--- src/hw/rse_defs.svh ---
// Purpose: Offsets, field positions and reset values of the signaling block
// Assumes: 8-bit register port, 8-bit data
// Notes:   Definitions only
`ifndef RSE_DEFS_SVH
`define RSE_DEFS_SVH

// ----------------------------------------------------------------------------
// Register offsets
// ----------------------------------------------------------------------------
`define RSE_OFF_CFG    8'hD2
`define RSE_OFF_STAT   8'hD3
`define RSE_OFF_CTRL   8'hD4
`define RSE_OFF_DATA   8'hD5
`define RSE_OFF_FLAG0  8'hD6
`define RSE_OFF_FLAG1  8'hD7
`define RSE_OFF_FLAG2  8'hD8
`define RSE_OFF_FLAG3  8'hD9
`define RSE_OFF_IST    8'hDA
`define RSE_OFF_IMASK  8'hDB

// ----------------------------------------------------------------------------
// Field positions
// ----------------------------------------------------------------------------
`define RSE_CFG_FREEZE   3
`define RSE_CFG_DEBOUNCE 2
`define RSE_CFG_IRQ_EN   1
`define RSE_CFG_MASK     8'h0E
`define RSE_CTRL_READ    7
`define RSE_SLOT_EN      4
`define RSE_IST_CHG      0
`define RSE_IST_DONE     1

// ----------------------------------------------------------------------------
// Reset values
// ----------------------------------------------------------------------------
`define RSE_CFG_RST    8'h00
`define RSE_CTRL_RST   8'h00
`define RSE_DATA_RST   8'h00
`define RSE_EN_RST     32'hFFFFFFFF

`endif

--- src/hw/rse_pkg.sv ---
// Purpose: Types and helpers of the signaling block
// Assumes: E1 timeslots 0..31, flags skip TS0 and TS16
// Notes:   No import; use rse_pkg::name
package rse_pkg;

    typedef enum logic [1:0]
    {
        acc_idle = 2'b01,
        acc_run  = 2'b10
    } rse_acc_t;

    typedef struct packed
    {
        rse_acc_t    state;
        logic [7:0]  cfg;
        logic [7:0]  ctrl;
        logic [7:0]  data;
        logic [29:0] flags;
        logic [1:0]  ist;
        logic [1:0]  imask;
        logic [7:0]  rdata;
        logic        irq;
    } rse_top_t;

    typedef struct packed
    {
        logic [31:0][3:0] abcd;
        logic [31:0][3:0] last;
        logic [31:0]      en;
        logic             chg;
        logic [4:0]       chg_slot;
    } rse_store_t;

    function automatic logic rse_slot_ok(input logic [6:0] a);
        return (a[6:5] == 2'h0) && (a[3:0] != 4'h0);
    endfunction : rse_slot_ok

    function automatic logic [4:0] rse_flag_idx(input logic [4:0] ts);
        return 5'(ts - (ts[4] ? 5'h2 : 5'h1));
    endfunction : rse_flag_idx

endpackage : rse_pkg

--- src/hw/rse_slot_store.sv ---
// Purpose: Per-timeslot ABCD store with enable, freeze and de-bounce
// Assumes: Codewords arrive on clk_in from the framer, one per pulse
// Notes:   Read port is combinational; the top registers it
`timescale 1ns/1ps
`include "rse_defs.svh"

module rse_slot_store
(
    input  wire logic       clk_in,
    input  wire logic       rst_in,
    input  wire logic       cw_valid_in,
    input  wire logic [4:0] cw_slot_in,
    input  wire logic [3:0] cw_abcd_in,
    input  wire logic       mf_sync_in,
    input  wire logic       freeze_in,
    input  wire logic       debounce_in,
    input  wire logic       acc_we_in,
    input  wire logic [4:0] acc_slot_in,
    input  wire logic       acc_en_in,
    output logic [7:0]      acc_rdata_out,
    output logic            chg_out,
    output logic [4:0]      chg_slot_out
);

    rse_pkg::rse_store_t st;
    rse_pkg::rse_store_t next_st;
    logic                take;

    always_comb
    begin
        next_st = st;
        next_st.chg = 1'b0;
        take = 1'b0;
        if (acc_we_in)
        begin
            next_st.en[acc_slot_in] = acc_en_in;
        end
        if (cw_valid_in && rse_pkg::rse_slot_ok({2'h0, cw_slot_in}))
        begin
            next_st.last[cw_slot_in] = cw_abcd_in;
            take = st.en[cw_slot_in] && mf_sync_in && !freeze_in
                && (!debounce_in || cw_abcd_in == st.last[cw_slot_in]);
            if (take && cw_abcd_in != st.abcd[cw_slot_in])
            begin
                next_st.abcd[cw_slot_in] = cw_abcd_in;
                next_st.chg = 1'b1;
                next_st.chg_slot = cw_slot_in;
            end
        end
    end

    always_ff @(posedge clk_in or posedge rst_in)
    begin
        if (rst_in)
        begin
            st.abcd <= '0;
            st.last <= '0;
            st.en <= `RSE_EN_RST;
            st.chg <= 1'b0;
            st.chg_slot <= 5'h00;
        end
        else
        begin
            st <= next_st;
        end
    end

    assign acc_rdata_out = {3'h0, st.en[acc_slot_in], st.abcd[acc_slot_in]};
    assign chg_out = st.chg;
    assign chg_slot_out = st.chg_slot;
endmodule : rse_slot_store

--- src/hw/rse_top.sv ---
// Purpose: Receive signaling extraction control for one E1 link
// Assumes: Framer codeword strobes and sync level run on clk_in
// Notes:   Indirect access takes one busy cycle
//
// How it works
// - Freeze holds all extracted ABCD values
// - De-bounce needs two equal consecutive codewords
// - Interrupt when any flag set and enabled
// - Busy shows indirect access in progress
// - Control: bit 7 read, bits 6-0 address
// - Write: load data, then address with write
// - Read: address with read, data lands
// - Flag set when timeslot signaling changes
// - Writing one clears a flag
// - Flags 1-15 map TS1-15, 16 to TS17
// - Flags 17-30 map TS18-31, top bits reserved
// - One indirect address per signaling timeslot
// - Enable bit 4 resets one, gates extraction
`timescale 1ns/1ps
`include "rse_defs.svh"

module rse_top
(
    input  wire logic       clk_in,
    input  wire logic       rst_in,
    input  wire logic [7:0] addr_in,
    input  wire logic [7:0] wdata_in,
    input  wire logic       wr_in,
    input  wire logic       rd_in,
    input  wire logic       cw_valid_in,
    input  wire logic [4:0] cw_slot_in,
    input  wire logic [3:0] cw_abcd_in,
    input  wire logic       mf_sync_in,
    output logic [7:0]      rdata_out,
    output logic            irq_out
);

    rse_pkg::rse_top_t st;
    rse_pkg::rse_top_t next_st;

    logic        store_we;
    logic [7:0]  store_rdata;
    logic        chg;
    logic [4:0]  chg_slot;
    logic [29:0] clr;
    logic [1:0]  ist_clr;
    logic        running;
    logic        idle;
    logic        acc_ok;

    // ------------------------------------------------------------------------
    // Timeslot store
    // ------------------------------------------------------------------------
    rse_slot_store u_store
    (
        .clk_in        (clk_in),
        .rst_in        (rst_in),
        .cw_valid_in   (cw_valid_in),
        .cw_slot_in    (cw_slot_in),
        .cw_abcd_in    (cw_abcd_in),
        .mf_sync_in    (mf_sync_in),
        .freeze_in     (st.cfg[`RSE_CFG_FREEZE]),
        .debounce_in   (st.cfg[`RSE_CFG_DEBOUNCE]),
        .acc_we_in     (store_we),
        .acc_slot_in   (st.ctrl[4:0]),
        .acc_en_in     (st.data[`RSE_SLOT_EN]),
        .acc_rdata_out (store_rdata),
        .chg_out       (chg),
        .chg_slot_out  (chg_slot)
    );

    assign running = (st.state == rse_pkg::acc_run);
    assign idle = (st.state == rse_pkg::acc_idle);
    // Out-of-range addresses write nothing and read zero rather than alias a timeslot
    assign acc_ok = rse_pkg::rse_slot_ok(st.ctrl[6:0]);

    // ------------------------------------------------------------------------
    // Next state
    // ------------------------------------------------------------------------
    always_comb
    begin
        next_st = st;
        store_we = 1'b0;
        clr = 30'h0;
        ist_clr = 2'h0;
        next_st.rdata = 8'h00;

        // Register writes
        if (wr_in)
        begin
            if (addr_in == `RSE_OFF_CFG)
            begin
                next_st.cfg = wdata_in & `RSE_CFG_MASK;
            end
            else if (addr_in == `RSE_OFF_CTRL)
            begin
                // Ignored while busy so a running access is never retargeted
                if (idle)
                begin
                    next_st.ctrl = wdata_in;
                    next_st.state = rse_pkg::acc_run;
                end
            end
            else if (addr_in == `RSE_OFF_DATA)
            begin
                if (idle)
                begin
                    next_st.data = wdata_in;
                end
            end
            else if (addr_in == `RSE_OFF_FLAG0)
            begin
                clr[7:0] = wdata_in;
            end
            else if (addr_in == `RSE_OFF_FLAG1)
            begin
                clr[15:8] = wdata_in;
            end
            else if (addr_in == `RSE_OFF_FLAG2)
            begin
                clr[23:16] = wdata_in;
            end
            else if (addr_in == `RSE_OFF_FLAG3)
            begin
                clr[29:24] = wdata_in[5:0];
            end
            else if (addr_in == `RSE_OFF_IMASK)
            begin
                next_st.imask = wdata_in[1:0];
            end
        end

        // Register reads; data stands one cycle only
        if (rd_in)
        begin
            if (addr_in == `RSE_OFF_CFG)
            begin
                next_st.rdata = st.cfg;
            end
            else if (addr_in == `RSE_OFF_STAT)
            begin
                next_st.rdata = {7'h00, running};
            end
            else if (addr_in == `RSE_OFF_CTRL)
            begin
                next_st.rdata = st.ctrl;
            end
            else if (addr_in == `RSE_OFF_DATA)
            begin
                next_st.rdata = st.data;
            end
            else if (addr_in == `RSE_OFF_FLAG0)
            begin
                next_st.rdata = st.flags[7:0];
            end
            else if (addr_in == `RSE_OFF_FLAG1)
            begin
                next_st.rdata = st.flags[15:8];
            end
            else if (addr_in == `RSE_OFF_FLAG2)
            begin
                next_st.rdata = st.flags[23:16];
            end
            else if (addr_in == `RSE_OFF_FLAG3)
            begin
                next_st.rdata = {2'h0, st.flags[29:24]};
            end
            else if (addr_in == `RSE_OFF_IST)
            begin
                next_st.rdata = {6'h00, st.ist};
                ist_clr = 2'h3;
            end
            else if (addr_in == `RSE_OFF_IMASK)
            begin
                next_st.rdata = {6'h00, st.imask};
            end
            else
            begin
                next_st.rdata = 8'h00;
            end
        end

        // Clears first, so a same-cycle event wins
        next_st.flags = st.flags & ~clr;
        next_st.ist = st.ist & ~ist_clr;

        // Indirect access engine
        case (st.state)
            rse_pkg::acc_idle:
            begin
                next_st.state = next_st.state;
            end
            rse_pkg::acc_run:
            begin
                if (st.ctrl[`RSE_CTRL_READ])
                begin
                    next_st.data = acc_ok ? store_rdata : 8'h00;
                end
                else
                begin
                    store_we = acc_ok;
                end
                next_st.ist[`RSE_IST_DONE] = 1'b1;
                next_st.state = rse_pkg::acc_idle;
            end
            default:
            begin
                next_st.state = rse_pkg::acc_idle;
            end
        endcase

        // Change of signaling
        if (chg)
        begin
            next_st.flags[rse_pkg::rse_flag_idx(chg_slot)] = 1'b1;
            next_st.ist[`RSE_IST_CHG] = 1'b1;
        end

        next_st.irq = (next_st.cfg[`RSE_CFG_IRQ_EN] && (|next_st.flags))
            || (|(next_st.ist & next_st.imask));
    end

    // ------------------------------------------------------------------------
    // State register
    // ------------------------------------------------------------------------
    always_ff @(posedge clk_in or posedge rst_in)
    begin
        if (rst_in)
        begin
            st.state <= rse_pkg::acc_idle;
            st.cfg <= `RSE_CFG_RST;
            st.ctrl <= `RSE_CTRL_RST;
            st.data <= `RSE_DATA_RST;
            st.flags <= 30'h0;
            st.ist <= 2'h0;
            st.imask <= 2'h0;
            st.rdata <= 8'h00;
            st.irq <= 1'b0;
        end
        else
        begin
            st <= next_st;
        end
    end

    assign rdata_out = st.rdata;
    assign irq_out = st.irq;

    logic       wr_flag0_one;
    logic       rd_flag3;
    assign wr_flag0_one = wr_in && addr_in == `RSE_OFF_FLAG0 && wdata_in[0];
    assign rd_flag3 = rd_in && addr_in == `RSE_OFF_FLAG3;
endmodule : rse_top

--- config.mk ---
export PLATFORM = sky130hd
export DESIGN_NAME = rse_top
export DESIGN_NICKNAME = d
export VERILOG_FILES = /design/src/hw/rse_pkg.sv /design/src/hw/rse_slot_store.sv /design/src/hw/rse_top.sv
export VERILOG_INCLUDE_DIRS = /design/src /design/src/hw
export SDC_FILE = /design/constraint.sdc
export NUM_CORES = 1
export LEC_CHECK = 0
export ABC_AREA = 1
export BUFFER_PORTS_ARGS = -buffer_cell sky130_fd_sc_hd__buf_4
export CAP_MARGIN = 30
export CORE_ASPECT_RATIO = 0.9
export CORE_MARGIN = 2
export CORE_UTILIZATION = 50
export DETAILED_ROUTE_END_ITERATION = 16
export PLACE_DENSITY = 0.66
export SLEW_MARGIN = 40
export SYNTH_ARGS = -nofsm -noshare
export SYNTH_HDL_FRONTEND = slang
export SYNTH_SLANG_ARGS = --single-unit
export TNS_END_PERCENT = 50
--- constraint.sdc ---
create_clock -name clk_in -period 13.7 [get_ports clk_in]
set_clock_uncertainty 0.15 [all_clocks]
set_input_delay 1.37 -clock clk_in [delete_from_list [all_inputs] [get_ports clk_in]]
set_output_delay 1.37 -clock clk_in [all_outputs]
set_load 0.02 [all_outputs]
==> results.toml, run 1 <==
[timing]
max_freq_ghz = 0.174
finalSetupTns_ns = 0
slew_headroom_pct = 42.1
rsz0062_at_grt = "no"
timing_hold_violations_final = 0
setup_violations = 0
fin_crit_ns = 5.76
tightest_slew_ns = 0.868
slew_viol_final = 0
timing.final.crit_share_pct = 42.0

[power_and_ir_drop]
power.internal_mw = 1.82
switching_share_pct = 27.5
clockPowerShare_pct = 42.6
p_per_area_mw_per_mm2 = 120
power_switching_mw = 0.691
irDropWorstVdd_uv = 94.6
p_seq_share_pct = 46.7
comb_power_share_pct = 10.7
power.total_mw = 2.51
total_leakage_power_nw = 10.3

[job]
maxCapViolCount = 0

[placement]
place_congestion = 0.970
post-dp-hpwl_um = 40400
io_buffer_count = 39

[critical_path]
path_buf_inv = 7
cp_cell_sequence = "buf_4, buf_6, inv_2, nor2_1, buf_4, inv_1, o22ai_1, o21ai_0, nand4_1, o21ai_1, nor2_4, buf_4, buf_4, nand3_1, nand2_1, nand2_1"
crit_required_ns = 14.00
crit_slowest_cell = "buf_4"
worst_path_most_repeated_cell = "buf_4"
cp-start-kind = "input pin"
crit_type = "in2reg"
worstRegToRegCells = 8
critPathTopFamily = "buffers and inverters"
worst-path-max-fanout = 81
critPathCaptureType = "register"
crit_arrival_ns = 6.06
cp.depth = 16
critPathMaxStageDelay_ns = 0.64

[route]
drt_first_pass_iters = 6
drt_iter0_drc = 2305
route.detailed.drc = 0
antenna_left = 0
routed_via_density = 5.92
wl_per_cell_um = 20.0
routed_wl_um = 62100
vias = 18400

[layout]
post-route-util_pct = 54.9
final_common_cell = "nand2_1"
drive_gt1_share_pct = 7.36
nFillCells = 3652
regArea_mm2 = 0.00900
final_cell_mix = "nand2_1 (1071), dfrtp_1 (325), o21ai_0 (188)"
multi_input_area_mm2 = 0.00884
area_growth_pct = 8.87
final_net_count = 2615

[global_route]
grt_max_degree = 128
grt_pass1_vias = 16700
top_usage_layer = "met1"
grt_use_met3_pct = 7.81
grt_usage_pct = 31.1
grt_overflow = 0
grtUsageMet2_pct = 42.8
met1_usage_pct = 47.1
grt_pass1_wl_um = 97100
antenna_found_initial = 3

[clock_tree]
cts-root-buf = "clkbuf_16"
cts_tree = "yes"
cts_hold_buf = 0
cts.sinks = 358
clk_pin_slew_worst_paths_ns = 0.06
cts_made_buffers = 40
clkLatencyLatePin_ns = 0.56
cts_buffer_depth = 3
h-tree-depth = 2
cts_resized = 0
post_cts_buffers = 0

[synth]
synthFlopType = "dfrtp_1"
synth_cell_types = 35
synth-simple-area-share_pct = 32.1
synth_edf_count = 0
synth_top_area_share_pct = 42.2
syn_inst = 2640
syn_area_per_cell_um2 = 7.30
synth_nets = 2674
yosysWarnings = 0
netlist.top_cell.by_area = "dfrtp_1"
synthXorXnorAreaFrac_pct = 0.182
yosys-top-cells-area = "dfrtp_1 (42%), nand2_1 (21%), o21ai_0 (4.9%), dfstp_2 (4.5%), nand4_1 (4.1%)"
synth_top_family_by_area = "simple AND/OR/NAND/NOR gates"
syn-cell-area_mm2 = 0.0193
async_flop_share_pct = 100
ys_seq_area_share_pct = 46.7
synth_mux_area_share_pct = 0
synth_compound_area_share_pct = 13.1
synth_seq_cells = 358
synthAdderAreaFrac_pct = 0.234

[floorplan]
core_area_mm2 = 0.0382
start_util_pct = 50.5
die_area_mm2 = 0.0401
die_h_um = 190
die_width_um = 211
rows = 68
pin_count = 40

[min_path]
min_path_cells = 0
min_path_type = "reg2reg"

[outcome]
outcome = "finished clean"
[final cells by class]
cell class	count	share of cell area, %
Inverter	177	3.23
Sequential cell	358	42.9
Clock buffer	60	5.61
Multi-Input combinational cell	1934	42.1
Antenna cell	1	0.0119
Tap cell	490	2.92
Timing Repair Buffer	70	2.69
Clock inverter	10	0.519
[state kept, by name, summed over array words and instances (netlist names)]
name and cells:
rdata_out 8, irq_out 1, u_store.chg_slot_out 5, u_store.st 288
st 55, u_store.chg_out 1
[per-layer routing]
metal / vias to the layer above / wire length (µm) / part of all wire [%]
met5: - / 8 / 0.013
met4: 2 / 2050 / 3.3
met3: 134 / 6910 / 11
met2: 873 / 25300 / 41
met1: 8763 / 27800 / 45
li1: 8590 / - / -
[power groups by stage]
stage | combinational [mW] | clock, mW | sequential [mW]
after floorplan | 0.184 | 0 | 1.18
after global placement | 0.255 | 0 | 1.19
after detailed placement | 0.263 | 0 | 1.19
after CTS | 0.264 | 1.09 | 1.17
after global routing | 0.304 | 1.12 | 1.18
final | 0.269 | 1.07 | 1.17
[cell usage after synthesis, types with 2 or more instances]
cell,n
a31oi_1,47
o211ai_1,22
buf_1,6
a22oi_1,37
clkinv_1,3
a21oi_1,68
nor3_2,6
buf_2,38
inv_1,168
o31ai_1,6
o21ai_0,189
o221ai_1,10
inv_2,6
dfstp_2,33
a211oi_1,4
o21ai_1,3
nand3_1,142
o22ai_1,24
nor2_1,132
clkbuf_1,93
dfrtp_1,325
nand2_2,2
nand4_1,126
xor2_1,4
nand2_1,1072
nor3_1,14
buf_4,34
a22o_1,18
ha_1,2
[metrics by stage]
| stage | hold slack (ns) | cells | worst slack [ns] | cell area [µm²] |
|---|---|---|---|---|
| final | 0.216 | 3100 | 7.94 | 21000 |
| after global routing | 0.225 | 3099 | 7.54 | 21000 |
| after CTS | 0.218 | 3098 | 7.73 | 20900 |
| after detailed placement | 0.208 | 3028 | 7.16 | 19700 |
| after global placement | 0.209 | 3028 | 7.20 | 19600 |
| after floorplan | 0.279 | 2640 | 2.30 | 19300 |
[worst register-to-register path: cells and delay by family, from the launching register on]
family,cells,cell delay (ns)
flops,1,0.43
buf+inv,2,0.76
compound gates,3,0.87
simple gates,3,1.64
[worst paths after layout]
check / startpoint / end / slack, ns
hold / removal: u_store.st[6] / u_store.st[6] / 0.22
max in group asynchronous: rst_in / u_store.st[266] / 11.37
setup / recovery: cw_slot_in[0] / u_store.st[237] / 7.94
min in group asynchronous: rst_in / u_store.st[185] / 0.74
setup reg to reg: st[52] / u_store.st[14] / 9.77
hold reg to reg: u_store.st[6] / u_store.st[6] / 0.22
[cells by family (layout without fill, tap and decap cells)]
logic type / Yosys count / after routing
buffers and inverters: 348 / 317
DFF: 358 / 358
adders and majority gates: 3 / 3
AOI/OAI and AO/OA: 429 / 429
and+or+nand+nor: 1498 / 1498
xor gates and xnor gates: 4 / 4
other: 0 / 1
Power figures use the tool's default switching activity.
==> run 2: changes to the inputs <==
--- a/config.mk
+++ b/config.mk
@@ -6,14 +6,14 @@
 export SDC_FILE = /design/constraint.sdc
 export NUM_CORES = 1
 export LEC_CHECK = 0
-export ABC_AREA = 1
+export ABC_AREA = 0
 export BUFFER_PORTS_ARGS = -buffer_cell sky130_fd_sc_hd__buf_4
 export CAP_MARGIN = 30
 export CORE_ASPECT_RATIO = 0.9
 export CORE_MARGIN = 2
 export CORE_UTILIZATION = 50
 export DETAILED_ROUTE_END_ITERATION = 16
-export PLACE_DENSITY = 0.66
+export PLACE_DENSITY = 0.68
 export SLEW_MARGIN = 40
 export SYNTH_ARGS = -nofsm -noshare
 export SYNTH_HDL_FRONTEND = slang
==> constraint.sdc (replaced) <==
create_clock -name clk_in -period 5.2 [get_ports clk_in]
set_clock_uncertainty 0.15 [all_clocks]
set_input_delay 0.52 -clock clk_in [delete_from_list [all_inputs] [get_ports clk_in]]
set_output_delay 0.52 -clock clk_in [all_outputs]
set_load 0.02 [all_outputs]
==> run 2 against run 1 <==
  * The run now ends with hold timing left
  * Worst hold slack lost 0.23 ns
  * Setup slack lost 6.7 ns
  * Combinational power grew 140%
  * Critical path depth decreased by 5
  * Global-route usage decreased by 5.0 points
  * Clock-buffer cell count grew 6
  * Non-clock buffer count fell by 10
  * Final area fell by 1.2%
  * Routed wire length fell by 18%
  * Sequential share of layout area increased by 0.53 points
  * Largest power group unchanged
==> results.toml, run 2 <==
[synth]
synth_mux_area_share_pct = 31.5
synthFlopType = "dfrtp_1"
synth_compound_area_share_pct = 7.11
syn-cell-area_mm2 = 0.0190
synth_seq_cells = 358
synthXorXnorAreaFrac_pct = 0.508
yosysWarnings = 0
syn_inst = 1500
yosysMostFrequentCell = "dfrtp_1"
synthAdderAreaFrac_pct = 0.238
yosys-top-cells-area = "dfrtp_1 (43%), mux2_2 (14%), mux2i_1 (7.5%), mux4_2 (5.7%), dfstp_2 (4.6%)"
synth-simple-area-share_pct = 9.69
synth_top_area_share_pct = 42.9
synth_top_family_by_area = "multiplexers"
ys_seq_area_share_pct = 47.5
syn_area_per_cell_um2 = 12.6
synth_edf_count = 0
synth_nets = 1534
synth_cell_types = 69
netlist.top_cell.by_area = "dfrtp_1"
async_flop_share_pct = 100
synthTopCellsByCount = "dfrtp_1 (325), mux2_2 (235), mux2i_1 (143), clkbuf_1 (82), nor2_1 (77)"

[route]
dr_wl_met3_um = 3860
routed_wl_um = 50700
vias = 12900
met2_length_um = 22200
top_layer_used = "met4"
wl_met1_um = 23400
drt_first_pass_iters = 5
route.detailed.drc = 0
drt_iter0_drc = 1419
antenna_left = 0
wl_per_cell_um = 25.6
routed_via_density = 6.50

[timing]
fin_crit_ns = 3.94
tightest_slew_ns = 0.814
max_freq_ghz = 0.254
hold_slack_ns = -0.00913
slew_headroom_pct = 45.6
rsz0062_at_grt = "no"
slew_viol_final = 0
timing_hold_violations_final = 2
setup_violations = 0
timing.final.crit_share_pct = 75.7

[floorplan]
pin_count = 40
core_area_mm2 = 0.0373
rows = 67
die_width_um = 209
die_h_um = 189
die_area_mm2 = 0.0395
start_util_pct = 50.8

[critical_path]
crit_slowest_cell = "clkbuf_8"
crit_arrival_ns = 4.23
cp-start-kind = "input pin"
worst-path-max-fanout = 75
critPathCaptureType = "register"
crit_required_ns = 5.50
cp_cell_sequence = "clkbuf_8, buf_12, mux2i_1, o22ai_1, nor4_1, nand2_1, xor2_1, nor4_2, buf_4, or3_1, mux2_2"
critPathMaxStageDelay_ns = 0.58
crit_type = "in2reg"

[layout]
final_cells = 1979
multi_input_area_mm2 = 0.00936
final_common_cell = "dfrtp_1"
largest_register_ffs = 288
fin_area_mm2 = 0.0207
regArea_mm2 = 0.00900
num_antenna_cells = 0
top_register = "u_store.st"
drive_gt1_share_pct = 36.0
nFillCells = 3004
final_cell_mix = "dfrtp_1 (322), mux2_2 (235), mux2i_1 (143)"
final_net_count = 1500
area_growth_pct = 9.36

[placement]
post-dp-hpwl_um = 33200
io_buffer_count = 39
placed_area_mm2 = 0.0195
place_congestion = 0.929
dp_cells = 1907

[clock_tree]
cts_buffer_depth = 3
cts.sinks = 358
post_cts_buffers = 0
cts_hold_buf = 0
cts_resized = 0
cts-root-buf = "clkbuf_16"
cts_tree = "yes"
clkLatencyLatePin_ns = 0.57
cts_made_buffers = 39
h-tree-depth = 2
clk_pin_slew_worst_paths_ns = 0.06

[global_route]
antenna_found_initial = 0
grt_overflow = 0
grt_max_degree = 158
grt_pass1_wl_um = 79600
grt_usage_pct = 26.1
grt_pass1_vias = 12900

[job]
maxCapViolCount = 0

[outcome]
outcome = "finished with violations"
violations = "hold timing"

[power_and_ir_drop]
total_leakage_power_nw = 9.02
p_per_area_mw_per_mm2 = 310
power.total_mw = 6.43
irDropWorstVdd_uv = 303

[min_path]
min_path_type = "in2async"
-- run 2: cell count changes after synthesis, sizes merged, moves of 48 or more --
cell   before  now
nand3     142   38
mux2        0  289
o21ai     192   44
nand2    1074   48
inv       174    7
mux2i       0  143
a21oi      68   15
mux4        0   48
nor2      134   77
nand4     126    3
-- run 2: metrics by stage --
stage          setup WS [ns]  util [%]  hold slack [ns]  TNS [ns]
2_1_floorplan         -0.241         -            0.278    -78.44
3_3_place_gp           0.701      52.1            0.213         0
3_5_place_dp           0.746      52.2            0.214         0
4_1_cts                 1.31      55.5           0.0484         0
5_1_grt                 1.09      55.6          0.00640         0
6_report                1.26      55.6         -0.00913         0
-- run 2: worst paths after layout --
kind | from | endpoint | slack (ns) | cells after the start
worst max-delay path | cw_slot_in[1] | u_store.st[290] | 1.26 | 11
worst min-delay path | rst_in | u_store.st[89] | -0.009 | 3
worst max register to register | u_store.chg_slot_out[4] | irq_out | 1.48 | 9
worst min register to register | u_store.st[22] | u_store.st[22] | 0.23 | 0
max in group asynchronous | rst_in | st[51] | 4.06 | 4
min in group clk_in | wdata_in[5] | st[56] | 0.10 | 2
-- run 2: worst max-delay path: cells and delay by family --
kind                   cells  cell delay, ns
XOR/XNOR                   1            0.16
AO/OA/AOI/OAI              1            0.17
buffers and inverters      3            1.44
AND/OR/NAND/NOR            4            1.10
multiplexers               2            0.74
-- run 2: cell families after synthesis --
logic type | count (synthesis)
xor+xnor | 11
mux | 480
compound gates | 206
buf+inv | 142
flops | 358
simple gates | 300
fa+ha+maj | 3
-- run 2: cell type report --
class                      instances  area share (%)
clock inverter                     5           0.284
tap                              483            2.91
multi-input combinational       1000            45.1
sequential                       358            43.4
clock buffer                      66            5.58
timing repair buffer              60            2.54
inverter                           7           0.145
-- run 2: report_power, final --
part           total, mW  switching, mW  internal (mW)
Sequential          3.10          0.112           2.99
Clock               2.68           1.16           1.53
Combinational      0.643          0.359          0.284
Total               6.43           1.63           4.80
-- run 2: per-layer routing --
metal | vias up | track usage (%)
li1 | 5560 | -
met2 | 558 | 37.6
met3 | 98 | 5.17
met4 | 0 | 7.17
met1 | 6650 | 40.0
met5 | - | 0
==> run 3: changes to the inputs <==
--- a/config.mk
+++ b/config.mk
@@ -13,7 +13,7 @@
 export CORE_MARGIN = 2
 export CORE_UTILIZATION = 50
 export DETAILED_ROUTE_END_ITERATION = 16
-export PLACE_DENSITY = 0.68
+export PLACE_DENSITY = 0.66
 export SLEW_MARGIN = 40
 export SYNTH_ARGS = -nofsm -noshare
 export SYNTH_HDL_FRONTEND = slang
==> constraint.sdc (replaced) <==
create_clock -name clk_in -period 3.8 [get_ports clk_in]
set_clock_uncertainty 0.15 [all_clocks]
set_input_delay 0.38 -clock clk_in [delete_from_list [all_inputs] [get_ports clk_in]]
set_output_delay 0.38 -clock clk_in [all_outputs]
set_load 0.02 [all_outputs]
==> run 3 against run 2 <==
  * The run now ends clean
  * Sequential share of layout area fell by 1.5 points
  * Critical endpoint is now u_store.st[277]
  * Global-route usage is 0.94 points higher
  * Flip-flop and latch count did not move
  * Critical path type unchanged
  * Clock power is 44% higher
==> results.toml, run 3 (synthesized netlist as in run 2, its figures left out) <==
[layout]
num_antenna_cells = 0
final_net_count = 1577
final_common_cell = "dfrtp_1"
top_register = "u_store.st"
final_cell_mix = "dfrtp_1 (322), mux2_2 (235), mux2i_1 (143)"
drive_gt1_share_pct = 38.9
post-route-util_pct = 57.5
final_cells = 2055
area_growth_pct = 13.2
largest_register_ffs = 288

[timing]
hold_slack_ns = 0.0625
rsz0062_at_grt = "no"
timing_hold_violations_final = 0
timing.final.crit_share_pct = 98.2
finalSetupTns_ns = 0
slew_viol_final = 0
tightest_slew_ns = 0.772
max_freq_ghz = 0.268
setup_violations = 0
fin_crit_ns = 3.73
worst_slack_ns = 0.0683
slew_headroom_pct = 48.5

[route]
drt_iter0_drc = 1171
vias = 13100
routed_via_density = 6.37
antenna_left = 0
drt_first_pass_iters = 5
routed_wl_um = 52400
wl_per_cell_um = 25.5
route.detailed.drc = 0

[critical_path]
rrSetupSlack_ns = 0.25
crit_required_ns = 4.08
rr_endpoint = "irq_out"
cp_cell_sequence = "dlygate4sd3_1, buf_4, or4b_2, o22ai_1, nor4_1, buf_4, nand2_1, xor2_1, o41a_2, buf_12, or3_4, mux2_1"
worst-path-max-fanout = 31
critPathTopFamily = "simple AND/OR/NAND/NOR gates"
timing.rr.start = "u_store.chg_slot_out[4]"
crit_type = "in2reg"
critPathMaxStageDelay_ns = 0.79
crit_slowest_cell = "or4b_2"
path_buf_inv = 4
cp.depth = 12
crit_start = "cw_slot_in[0]"
worst_path_most_repeated_cell = "buf_4"
cp-start-kind = "input pin"
worstRegToRegCells = 9
critPathCaptureType = "register"
crit_arrival_ns = 4.01
crit_end = "u_store.st[277]"

[clock_tree]
clk_pin_slew_worst_paths_ns = 0.06
h-tree-depth = 2
cts_made_buffers = 39
cts_buffer_depth = 3
cts-root-buf = "clkbuf_16"
cts_tree = "yes"
clkLatencyLatePin_ns = 0.55
cts.sinks = 358
post_cts_buffers = 0

[floorplan]
die_area_mm2 = 0.0395
die_width_um = 209
die_h_um = 189
pin_count = 40
start_util_pct = 50.8
rows = 67
core_area_mm2 = 0.0373

[global_route]
grt_overflow = 0
grt_pass1_wl_um = 81600
grt_max_degree = 97
antenna_found_initial = 0
grt_usage_pct = 27.0
grt_pass1_vias = 13200

[power_and_ir_drop]
total_leakage_power_nw = 9.44
p_per_area_mw_per_mm2 = 421
irDropWorstVdd_uv = 315

[placement]
io_buffer_count = 39
dp_cells = 1973
place_worst_setup_slack_ns = -0.0760
place_congestion = 0.915
post-dp-hpwl_um = 36100

[min_path]
min_path_type = "in2reg"

[job]
maxCapViolCount = 0

[outcome]
outcome = "finished clean"
run 3: what timing repair did:
item | 4_1_cts | 5_1_grt
gates resized for setup | 0 | 4
hold buffers | 12 | 0
endpoints found under the hold margin | 74 | 0
setup endpoints to repair | 0 | 114
run 3: final cells by class:
class / instances / area, µm²
Fill cell: 3003 / 15800
Multi-Input combinational cell: 1000 / 9330
Sequential cell: 358 / 9000
Timing Repair Buffer: 137 / 1210
Clock buffer: 53 / 1110
Tap cell: 483 / 604
Clock inverter: 17 / 176
Inverter: 7 / 30.0
run 3: layer usage:
metal / vias to the layer above / wire length (µm) / track usage (%)
met5: - / 0 / 0
met3: 114 / 3540 / 4.67
li1: 5728 / - / -
met2: 487 / 23200 / 40.0
met4: 0 / 1940 / 10.3
met1: 6767 / 23700 / 39.7
run 3: worst min-delay path by stage:
stage / start / to / slack, ns / depth (start not counted)
floorplan: u_store.st[102] / u_store.st[102] / 0.28 / 1
global placement: u_store.st[6] / u_store.st[6] / 0.21 / 0
detailed placement: u_store.st[22] / u_store.st[22] / 0.21 / 0
CTS: cw_slot_in[4] / u_store.chg_slot_out[4] / 0.03 / 2
global route: cw_slot_in[4] / u_store.chg_slot_out[4] / 0.06 / 2
finish: cw_slot_in[4] / u_store.chg_slot_out[4] / 0.06 / 2
run 3: report_power, final:
part	leakage (nW)	switching [mW]	internal, mW
Combinational	4.24	0.502	0.434
Sequential	4.56	0.152	4.09
Clock	0.639	1.60	2.26
run 3: per-stage QoR:
step / cell area, µm² / power, mW
floorplan: 19000 / 4.91
global placement: 20000 / 5.20
detailed placement: 20000 / 5.23
CTS: 21400 / 9.10
global route: 21500 / 9.39
finish: 21500 / 9.04
